$ cat config.mk
export PLATFORM = sky130hd
export DESIGN_NAME = rxfwi_ident
export DESIGN_NICKNAME = d
export VERILOG_FILES = /design/src/rxfwi_pkg.sv /design/src/rxfwi_ident.sv
export SDC_FILE = /design/constraint.sdc
export NUM_CORES = 2
export LEC_CHECK = 0
export BUFFER_PORTS_ARGS = -buffer_cell sky130_fd_sc_hd__buf_2
export CAP_MARGIN = 20
export CORE_MARGIN = 1
export CORE_UTILIZATION = 40
export DETAILED_ROUTE_END_ITERATION = 10
export PLACE_DENSITY = 0.54
export SKIP_LAST_GASP = 1
export SLEW_MARGIN = 20
export SYNTH_ARGS = -nofsm -noshare
export SYNTH_HDL_FRONTEND = slang
export SYNTH_SLANG_ARGS = --single-unit
$ cat constraint.sdc
create_clock -name I_REF_CLK -period 4.1 [get_ports I_REF_CLK]
set_clock_uncertainty 0.2 [all_clocks]
set_input_delay 1.23 -clock I_REF_CLK [delete_from_list [all_inputs] [get_ports I_REF_CLK]]
set_output_delay 1.23 -clock I_REF_CLK [all_outputs]
set_load 0.02 [all_outputs]
$ cat src/rxfwi_pkg.sv
// Constants, codes and state type of the receive frame word identifier
// ----------------------------------------------------------------------
// ----------------------------------------------------------------------
package rxfwi_pkg;

    // ------------------------------------------------------------------
    // Sizes
    // ------------------------------------------------------------------
    localparam int          DATA_W      = 32;
    localparam int          DBUF_AW     = 6;
    localparam int          DBUF_DEPTH  = 64;
    localparam int          PTR_W       = DBUF_AW + 1;
    localparam int          SEQ_W       = 7;
    localparam int          BCNT_W      = 3;
    localparam logic [2:0]  BCST_WORDS  = 3'h2;
    localparam logic [6:0]  PTR_ZERO    = 7'h00;
    localparam logic [6:0]  PTR_ONE     = 7'h01;
    localparam logic [6:0]  DBUF_FULL   = 7'h40;
    localparam logic [6:0]  SEQ_ONE     = 7'h01;

    // ------------------------------------------------------------------
    // Control word codes from the lane layer
    // ------------------------------------------------------------------
    localparam logic [3:0]  CW_START_DATA  = 4'h1;
    localparam logic [3:0]  CW_END_DATA    = 4'h2;
    localparam logic [3:0]  CW_START_BCST  = 4'h3;
    localparam logic [3:0]  CW_END_BCST    = 4'h4;
    localparam logic [3:0]  CW_START_IDLE  = 4'h5;
    localparam logic [3:0]  CW_FLOW_CREDIT = 4'h6;
    localparam logic [3:0]  CW_ACK         = 4'h7;
    localparam logic [3:0]  CW_NACK        = 4'h8;
    localparam logic [3:0]  CW_NO_SPACE    = 4'h9;
    localparam logic [3:0]  CW_RETRY       = 4'hA;

    // ------------------------------------------------------------------
    // Word class codes
    // ------------------------------------------------------------------
    localparam logic [1:0]  WCLS_NONE = 2'h0;
    localparam logic [1:0]  WCLS_DATA = 2'h1;
    localparam logic [1:0]  WCLS_BCST = 2'h2;
    localparam logic [1:0]  WCLS_IDLE = 2'h3;

    typedef enum logic [4:0] {
        NO_FRAME_STATE                 = 5'b00001,
        DATA_FRAME_STATE               = 5'b00010,
        BROADCAST_FRAME_STATE          = 5'b00100,
        NESTED_BROADCAST_IN_DATA_STATE = 5'b01000,
        IDLE_FRAME_STATE               = 5'b10000
    } rxfwi_state_t;

endpackage

$ cat src/rxfwi_ident.sv
// Receive frame word identifier with data and broadcast frame buffers
`timescale 1ns/1ps
module rxfwi_ident
    import rxfwi_pkg::*;
(
    input  wire logic               I_REF_CLK,
    input  wire logic               I_RST_B,
    input  wire logic               i_cold_rst,
    input  wire logic               i_warm_rst,
    input  wire logic               i_remote_flush,
    input  wire logic               i_word_valid,
    input  wire logic [DATA_W-1:0]  i_word_data,
    input  wire logic               i_ctrl_valid,
    input  wire logic [3:0]         i_ctrl_type,
    input  wire logic [SEQ_W-1:0]   i_ctrl_seq_cnt,
    input  wire logic               i_ctrl_seq_pol,
    input  wire logic               i_crc_err,
    input  wire logic               i_receive_error_indication,
    input  wire logic [SEQ_W-1:0]   i_rx_seq_cnt,
    input  wire logic               i_rx_seq_pol,
    input  wire logic               i_dfrm_ready,
    output logic                    o_word_valid,
    output logic [1:0]              o_word_class,
    output logic                    o_seq_err,
    output logic                    o_dfrm_valid,
    output logic [DATA_W-1:0]       o_dfrm_data,
    output logic                    o_dfrm_last,
    output logic                    o_bcst_valid,
    output logic [DATA_W-1:0]       o_bcst_data0,
    output logic [DATA_W-1:0]       o_bcst_data1,
    output logic                    o_credit_valid,
    output logic [SEQ_W-1:0]        o_credit_seq_cnt,
    output logic                    o_ctrl_accept,
    output logic [3:0]              o_ctrl_type
);

    // ------------------------------------------------------------------
    // Helpers
    // ------------------------------------------------------------------
    function automatic logic [PTR_W-1:0] ptr_inc(input logic [PTR_W-1:0] p);
        ptr_inc = p + PTR_ONE;
    endfunction

    function automatic logic is_cw(input logic v, input logic [3:0] t,
                                   input logic [3:0] code);
        is_cw = v && (t == code);
    endfunction

    rxfwi_state_t             state_ff;
    rxfwi_state_t             nxt_state;
    logic [BCNT_W-1:0]        bcnt_ff;
    logic [DATA_W-1:0]        dbuf_mem [DBUF_DEPTH];
    logic                     dlast_mem [DBUF_DEPTH];
    logic [PTR_W-1:0]         wptr_ff;
    logic [PTR_W-1:0]         cptr_ff;
    logic [PTR_W-1:0]         rptr_ff;
    logic                     dovf_ff;
    logic [DATA_W-1:0]        bword0_ff;
    logic [DATA_W-1:0]        bword1_ff;

    // ------------------------------------------------------------------
    // Decode of incoming control words
    // ------------------------------------------------------------------
    wire flush      = !I_RST_B || i_cold_rst || i_warm_rst || i_remote_flush;
    wire start_data_word        = is_cw(i_ctrl_valid, i_ctrl_type, CW_START_DATA);
    wire edf        = is_cw(i_ctrl_valid, i_ctrl_type, CW_END_DATA);
    wire start_broadcast_word        = is_cw(i_ctrl_valid, i_ctrl_type, CW_START_BCST);
    wire ebf        = is_cw(i_ctrl_valid, i_ctrl_type, CW_END_BCST);
    wire start_idle_word        = is_cw(i_ctrl_valid, i_ctrl_type, CW_START_IDLE);
    wire flow_credit_word        = is_cw(i_ctrl_valid, i_ctrl_type, CW_FLOW_CREDIT);
    wire retry      = is_cw(i_ctrl_valid, i_ctrl_type, CW_RETRY);
    wire receive_error_indication      = i_receive_error_indication;
    wire seq_word   = edf || ebf || flow_credit_word;
    wire [SEQ_W-1:0] seq_exp = i_rx_seq_cnt + SEQ_ONE;
    // 7-bit sum wraps modulo 128
    wire seq_err    = seq_word && ((i_ctrl_seq_cnt != seq_exp) ||
                                   (i_ctrl_seq_pol != i_rx_seq_pol));
    wire chk_err    = retry || receive_error_indication || i_crc_err || seq_err;

    wire in_data    = (state_ff == DATA_FRAME_STATE);
    wire in_bcst    = (state_ff == BROADCAST_FRAME_STATE);
    wire in_nest    = (state_ff == NESTED_BROADCAST_IN_DATA_STATE);
    wire in_idle    = (state_ff == IDLE_FRAME_STATE);

    // ------------------------------------------------------------------
    // Identification state machine
    // ------------------------------------------------------------------
    always_comb begin
        nxt_state = state_ff;
        case (state_ff)
            NO_FRAME_STATE: begin
                // End words are ignored here
                if (start_broadcast_word) begin
                    nxt_state = BROADCAST_FRAME_STATE;
                end else if (start_data_word) begin
                    nxt_state = DATA_FRAME_STATE;
                end else if (start_idle_word) begin
                    nxt_state = IDLE_FRAME_STATE;
                end
            end
            DATA_FRAME_STATE: begin
                if (chk_err) begin
                    nxt_state = NO_FRAME_STATE;
                end else if (start_broadcast_word) begin
                    nxt_state = NESTED_BROADCAST_IN_DATA_STATE;
                end else if (edf || start_data_word || start_idle_word || ebf) begin
                    nxt_state = NO_FRAME_STATE;
                end
            end
            BROADCAST_FRAME_STATE: begin
                if (chk_err) begin
                    nxt_state = NO_FRAME_STATE;
                end else if (ebf || start_data_word || start_broadcast_word || start_idle_word || edf) begin
                    nxt_state = NO_FRAME_STATE;
                end
            end
            NESTED_BROADCAST_IN_DATA_STATE: begin
                if (chk_err) begin
                    nxt_state = NO_FRAME_STATE;
                end else if (ebf && bcnt_ff == BCST_WORDS) begin
                    nxt_state = DATA_FRAME_STATE;
                end else if (ebf) begin
                    nxt_state = NO_FRAME_STATE;
                end else if (start_data_word || start_broadcast_word || start_idle_word || edf) begin
                    nxt_state = NO_FRAME_STATE;
                end
            end
            IDLE_FRAME_STATE: begin
                if (retry || receive_error_indication || edf || ebf) begin
                    nxt_state = NO_FRAME_STATE;
                end else if (start_broadcast_word) begin
                    nxt_state = BROADCAST_FRAME_STATE;
                end else if (start_data_word) begin
                    nxt_state = DATA_FRAME_STATE;
                end else if (start_idle_word) begin
                    nxt_state = IDLE_FRAME_STATE;
                end
            end
            default: begin
                nxt_state = NO_FRAME_STATE;
            end
        endcase
    end

    always_ff @(posedge I_REF_CLK) begin
        if (flush) begin
            state_ff <= NO_FRAME_STATE;
        end else begin
            state_ff <= nxt_state;
        end
    end

    // Entry to no-frame drops uncommitted data words and clears the broadcast buffer
    wire enter_none = (nxt_state == NO_FRAME_STATE) && (state_ff != NO_FRAME_STATE);

    // ------------------------------------------------------------------
    // Word classification and broadcast word count
    // ------------------------------------------------------------------
    wire bcst_word = i_word_valid && (in_bcst || in_nest);
    wire [1:0] cls = in_data ? WCLS_DATA :
                     (in_bcst || in_nest) ? WCLS_BCST :
                     in_idle ? WCLS_IDLE : WCLS_NONE;
    // Saturates, never wrapping back to zero
    wire bcnt_sat  = (bcnt_ff == {BCNT_W{1'b1}});

    always_ff @(posedge I_REF_CLK) begin
        if (flush) begin
            o_word_valid <= 1'b0;
            o_word_class <= WCLS_NONE;
            o_seq_err    <= 1'b0;
            bcnt_ff      <= '0;
        end else begin
            o_word_valid <= i_word_valid;
            o_word_class <= cls;
            o_seq_err    <= seq_err;
            if (start_broadcast_word) begin
                bcnt_ff <= '0;
            end else if (bcst_word && !bcnt_sat) begin
                bcnt_ff <= bcnt_ff + 3'h1;
            end
        end
    end

    // ------------------------------------------------------------------
    // Data frame buffer: words up to the commit pointer are released
    // ------------------------------------------------------------------
    wire [PTR_W-1:0] dfill  = wptr_ff - rptr_ff;
    wire dfull      = (dfill == DBUF_FULL);
    wire dword      = i_word_valid && in_data;
    wire dwr        = dword && !dfull;
    // Overflowed or empty frames never commit
    wire dcommit    = in_data && edf && !chk_err && !dovf_ff &&
                      (wptr_ff != cptr_ff);
    wire dflush     = start_data_word || enter_none;
    wire dpop       = o_dfrm_valid && i_dfrm_ready;
    wire [DBUF_AW-1:0] last_idx = DBUF_AW'(wptr_ff - PTR_ONE);

    // Only committed words are visible to the framing layer
    assign o_dfrm_valid = (rptr_ff != cptr_ff);
    assign o_dfrm_data  = dbuf_mem[rptr_ff[DBUF_AW-1:0]];
    assign o_dfrm_last  = dlast_mem[rptr_ff[DBUF_AW-1:0]];

    always_ff @(posedge I_REF_CLK) begin
        if (dwr) begin
            dbuf_mem[wptr_ff[DBUF_AW-1:0]]  <= i_word_data;
            dlast_mem[wptr_ff[DBUF_AW-1:0]] <= 1'b0;
        end
        // Last mark lands beside a new word too
        if (dcommit) begin
            dlast_mem[last_idx] <= 1'b1;
        end
    end

    always_ff @(posedge I_REF_CLK) begin
        if (flush) begin
            wptr_ff <= PTR_ZERO;
            cptr_ff <= PTR_ZERO;
            rptr_ff <= PTR_ZERO;
            dovf_ff <= 1'b0;
        end else begin
            if (dpop) begin
                rptr_ff <= ptr_inc(rptr_ff);
            end
            // A word beside the end word is left out
            if (dcommit) begin
                cptr_ff <= wptr_ff;
                dovf_ff <= 1'b0;
            end else if (dflush) begin
                // Uncommitted words are dropped
                wptr_ff <= cptr_ff;
                dovf_ff <= 1'b0;
            end else if (dwr) begin
                wptr_ff <= ptr_inc(wptr_ff);
            end else if (dword) begin
                // Full: frame dropped at its end word
                dovf_ff <= 1'b1;
            end
        end
    end

    // ------------------------------------------------------------------
    // Broadcast buffer and its release
    // ------------------------------------------------------------------
    wire bflush = start_broadcast_word || enter_none;
    wire bgood  = (in_bcst || in_nest) && ebf && !chk_err &&
                  (bcnt_ff == BCST_WORDS);

    always_ff @(posedge I_REF_CLK) begin
        if (flush || bflush) begin
            bword0_ff <= '0;
            bword1_ff <= '0;
        end else if (bcst_word) begin
            if (bcnt_ff == 3'h0) begin
                bword0_ff <= i_word_data;
            end else if (bcnt_ff == 3'h1) begin
                bword1_ff <= i_word_data;
            end
        end
    end

    always_ff @(posedge I_REF_CLK) begin
        if (flush) begin
            o_bcst_valid <= 1'b0;
            o_bcst_data0 <= '0;
            o_bcst_data1 <= '0;
        end else begin
            o_bcst_valid <= bgood;
            if (bgood) begin
                o_bcst_data0 <= bword0_ff;
                o_bcst_data1 <= bword1_ff;
            end
        end
    end

    // ------------------------------------------------------------------
    // Control words accepted in any state
    // ------------------------------------------------------------------
    // Only clean, in-sequence credits pass
    wire credit_ok = flow_credit_word && !i_crc_err && !seq_err && !receive_error_indication;
    wire ack_like  = i_ctrl_valid && ((i_ctrl_type == CW_ACK) ||
                     (i_ctrl_type == CW_NACK) || (i_ctrl_type == CW_NO_SPACE) ||
                     (i_ctrl_type == CW_RETRY) || (i_ctrl_type == CW_FLOW_CREDIT));

    always_ff @(posedge I_REF_CLK) begin
        if (flush) begin
            o_credit_valid   <= 1'b0;
            o_credit_seq_cnt <= '0;
            o_ctrl_accept    <= 1'b0;
            o_ctrl_type      <= 4'h0;
        end else begin
            o_credit_valid <= credit_ok;
            o_ctrl_accept  <= ack_like;
            if (credit_ok) begin
                o_credit_seq_cnt <= i_ctrl_seq_cnt;
            end
            if (ack_like) begin
                o_ctrl_type <= i_ctrl_type;
            end
        end
    end

endmodule

==> impl_metrics.json <==
{
  "path_max_fanout": 8,
  "wirelength_um": 259800,
  "first_pass_iters": 5,
  "syn_nets": 4305,
  "final_common_cell": "edfxtp_1",
  "synth_top_family_by_area": "multiplexers",
  "postRouteAntennaNets": 0,
  "synth_compound_gate_area_share": 0.02020,
  "rr_startpoint": "rptr_ff[2]",
  "core_um2": 218000,
  "violations": "setup timing",
  "hold_viol_final": 0,
  "ios": 178,
  "syn_avg_cell_area_um2": 20.84,
  "worst_ep_arrival_time_ps": 3700,
  "r2r_end": "dbuf_mem[63][30]",
  "rsz0062_at_grt": "true",
  "clk_pin_slew_ps": 70,
  "synth_ff_type": "edfxtp_1",
  "outcome": "finished with violations",
  "end_kind": "primary output",
  "cap_violations": 0,
  "whs_path_depth": 2,
  "synth-simple-area-share": 0.02802,
  "r2r_slack_ps": 290,
  "cts_tree": "done",
  "io_buffers": 177,
  "max-clock-path-buffers": 3,
  "path_cells": "buf_12 -> buf_16 -> buf_4 -> mux4_2 -> mux4_2 -> mux4_2 -> buf_2",
  "antenna_found_initial": 18,
  "final_nets": 4889,
  "clock_sinks": 2294,
  "drive_gt1_frac": 0.3479,
  "synth-adder-area-share": 0.002131,
  "clock-root-buffer": "clkbuf_16",
  "drc": 0,
  "cp_data_required_time_ps": 2670,
  "synth_edf_count": 2048,
  "vdd_drop_max_uv": 379.1,
  "htree_num_levels": 4,
  "syn_to_final_growth_pct": 19.62,
  "grt_pass1_vias": 46110,
  "worst_hold_path_type": "reg -> reg",
  "dp_slack_ps": -182.2,
  "fin_crit_sh": 1.251,
  "start_kind": "register",
  "period_needed_ps": 5129,
  "place.gp.congestion": 0.7914,
  "synthArstFlopShare": 0,
  "worstHoldStart": "bword0_ff[10]",
  "dieWidth_um": 471.3,
  "drt_iter0_drc": 5514,
  "wl_per_cell_um": 32.97,
  "grt_pass1_wl_um": 362000,
  "syn_inst": 4228,
  "slew_headroom": 0.2233,
  "critPathKind": "reg -> out",
  "finalMaxSlewViolations": 0,
  "layout_common_cells": "2048 x edfxtp_1, 685 x mux4_2, 297 x nand2_1",
  "cts_buffers": 233,
  "ys_ff_latch": 2294,
  "hold_end": "o_bcst_data0[10]",
  "vias": 45900,
  "setup_slack_ps": -1029,
  "critical-path-max-stage-delay_ps": 600,
  "post-dp-hpwl_um": 148700,
  "worst_pin_slew_ps": 1165,
  "grt.total_usage": 0.2340,
  "mappedNetlistArea_um2": 88090,
  "vias_per_cell": 5.826,
  "fill_cells": 17650,
  "synth_xor_area_frac": 0.003949,
  "clk_latency_ps": 880,
  "dieArea_um2": 222100,
  "power.leakage_nw": 32.46,
  "ys_seq_area_frac": 0.7540,
  "slowest_stage": "mux4_2",
  "cellPowerDensity_nw_per_um2": 445.0,
  "max_freq_ghz": 0.1950,
  "final.setup.tns_ps": -30980,
  "die_h_um": 471.3,
  "synth_mux_area_frac": 0.1795,
  "final-setup-viol-count": 33,
  "overflow": 0,
  "ys_warn_count": 0,
  "synth_cell_type_count": 67,
  "start_util": 0.4040,
  "grt_max_degree": 67,
  "rr_worst_depth": 11,
  "fin_util": 0.4833,
  "crit_top_cell": "mux4_2",
  "rows": 171
}
==> routing by layer <==
metal / vias to the layer above / global-route usage / share of wire
met3: 324 / 0.03502 / 0.071
met1: 25120 / 0.3371 / 0.43
met2: 1799 / 0.3758 / 0.48
met5: - / 0 / 0.00012
li1: 18660 / - / -
met4: 4 / 0.05476 / 0.024
==> flip-flops by register name (all words and copies together) (netlist names), 2 cells and up, named ones only <==
register	flops
wptr_ff	7
o_ctrl_type	4
dlast_mem	64
o_word_class	2
bword1_ff	32
bcnt_ff	3
o_bcst_data1	32
cptr_ff	7
o_bcst_data0	32
dbuf_mem	2048
bword0_ff	32
o_credit_seq_cnt	7
state_ff	5
rptr_ff	7
==> Yosys cell counts, types with 6 or more instances <==
cell type	count	share of area
mux2_2	10	0.0013
edfxtp_1	2048	0.70
nand2b_1	11	0.00078
nor2b_1	6	0.00043
xor2_1	16	0.0016
buf_1	16	0.00068
nand2_1	302	0.013
xnor2_1	21	0.0021
nor2_1	138	0.0059
nand4_1	8	0.00057
o21ai_0	146	0.0083
nor3_1	13	0.00074
ha_1	15	0.0021
a21oi_1	147	0.0084
inv_1	12	0.00051
mux4_2	685	0.18
or2_2	9	0.00064
nand3_1	20	0.0011
or3_1	18	0.0013
mux2i_1	27	0.0031
clkbuf_1	152	0.0065
nor4_1	8	0.00057
dfxtp_1	246	0.056
buf_2	77	0.0044
==> layout make-up <==
| type | instances | area [um^2] | share of cell area |
|---|---|---|---|
| inverters | 12 | 45.04 | 0.0004275 |
| clock inverters | 139 | 1290 | 0.01224 |
| clock buffers | 291 | 6202 | 0.05886 |
| multi-input cells | 1675 | 21220 | 0.2014 |
| flip-flops and latches | 2294 | 66450 | 0.6306 |
| repair buffers | 596 | 6554 | 0.06220 |
| well taps | 2854 | 3571 | 0.03389 |
| diodes | 18 | 45.04 | 0.0004275 |
==> through the flow <==
step                power [W]  hold WS, ps  cell area [um^2]  cells
global placement      0.02641        240.5             96330   7357
finish                0.04689        203.4            105400   7879
global route          0.04813        218.2            105300   7866
floorplan             0.02598        230.9             88090   4228
detailed placement    0.02643        246.1             96340   7358
CTS                   0.04723        208.3            104800   7837
==> cell families (layout without fill, tap and decap cells) <==
kind of cell / count (synthesis) / count (layout)
AO/OA/AOI/OAI: 332 / 332
other: 0 / 18
XOR/XNOR: 38 / 38
AND/OR/NAND/NOR: 568 / 568
adder cells (fa/ha/maj): 15 / 15
flip-flops: 2294 / 2294
multiplexers: 722 / 722
buffers and inverters: 259 / 1038
==> worst max path at each step <==
stage	start	end	slack, ps
finish	register	o_dfrm_data[10]	-1030
global route	register	o_dfrm_data[10]	-1070
CTS	register	o_dfrm_data[10]	-1080
detailed placement	register	o_dfrm_data[10]	-180
global placement	register	o_dfrm_data[16]	-170
floorplan	wptr_ff[0]	dbuf_mem[62][0]	-300
==> critical path, delay by kind of cell, from the launching register on <==
| family | cells | cell delay [ps] |
|---|---|---|
| flip-flops | 1 | 390 |
| buffers and inverters | 4 | 700 |
| multiplexers | 3 | 1690 |
==> power by group <==
group          internal [W]  switching, W
combinational     0.0000812      0.000430
clock                0.0117       0.00922
sequential           0.0254   0.000000573
total                0.0372       0.00965
==> repair_timing <==
item	CTS	global route
setup buffers	43	26
gates resized for setup	94	61
setup endpoints to repair	33	33
pin swaps	2	1
hold buffers	0	0
gates cloned	7	6
(Power assumes the default switching activity.)
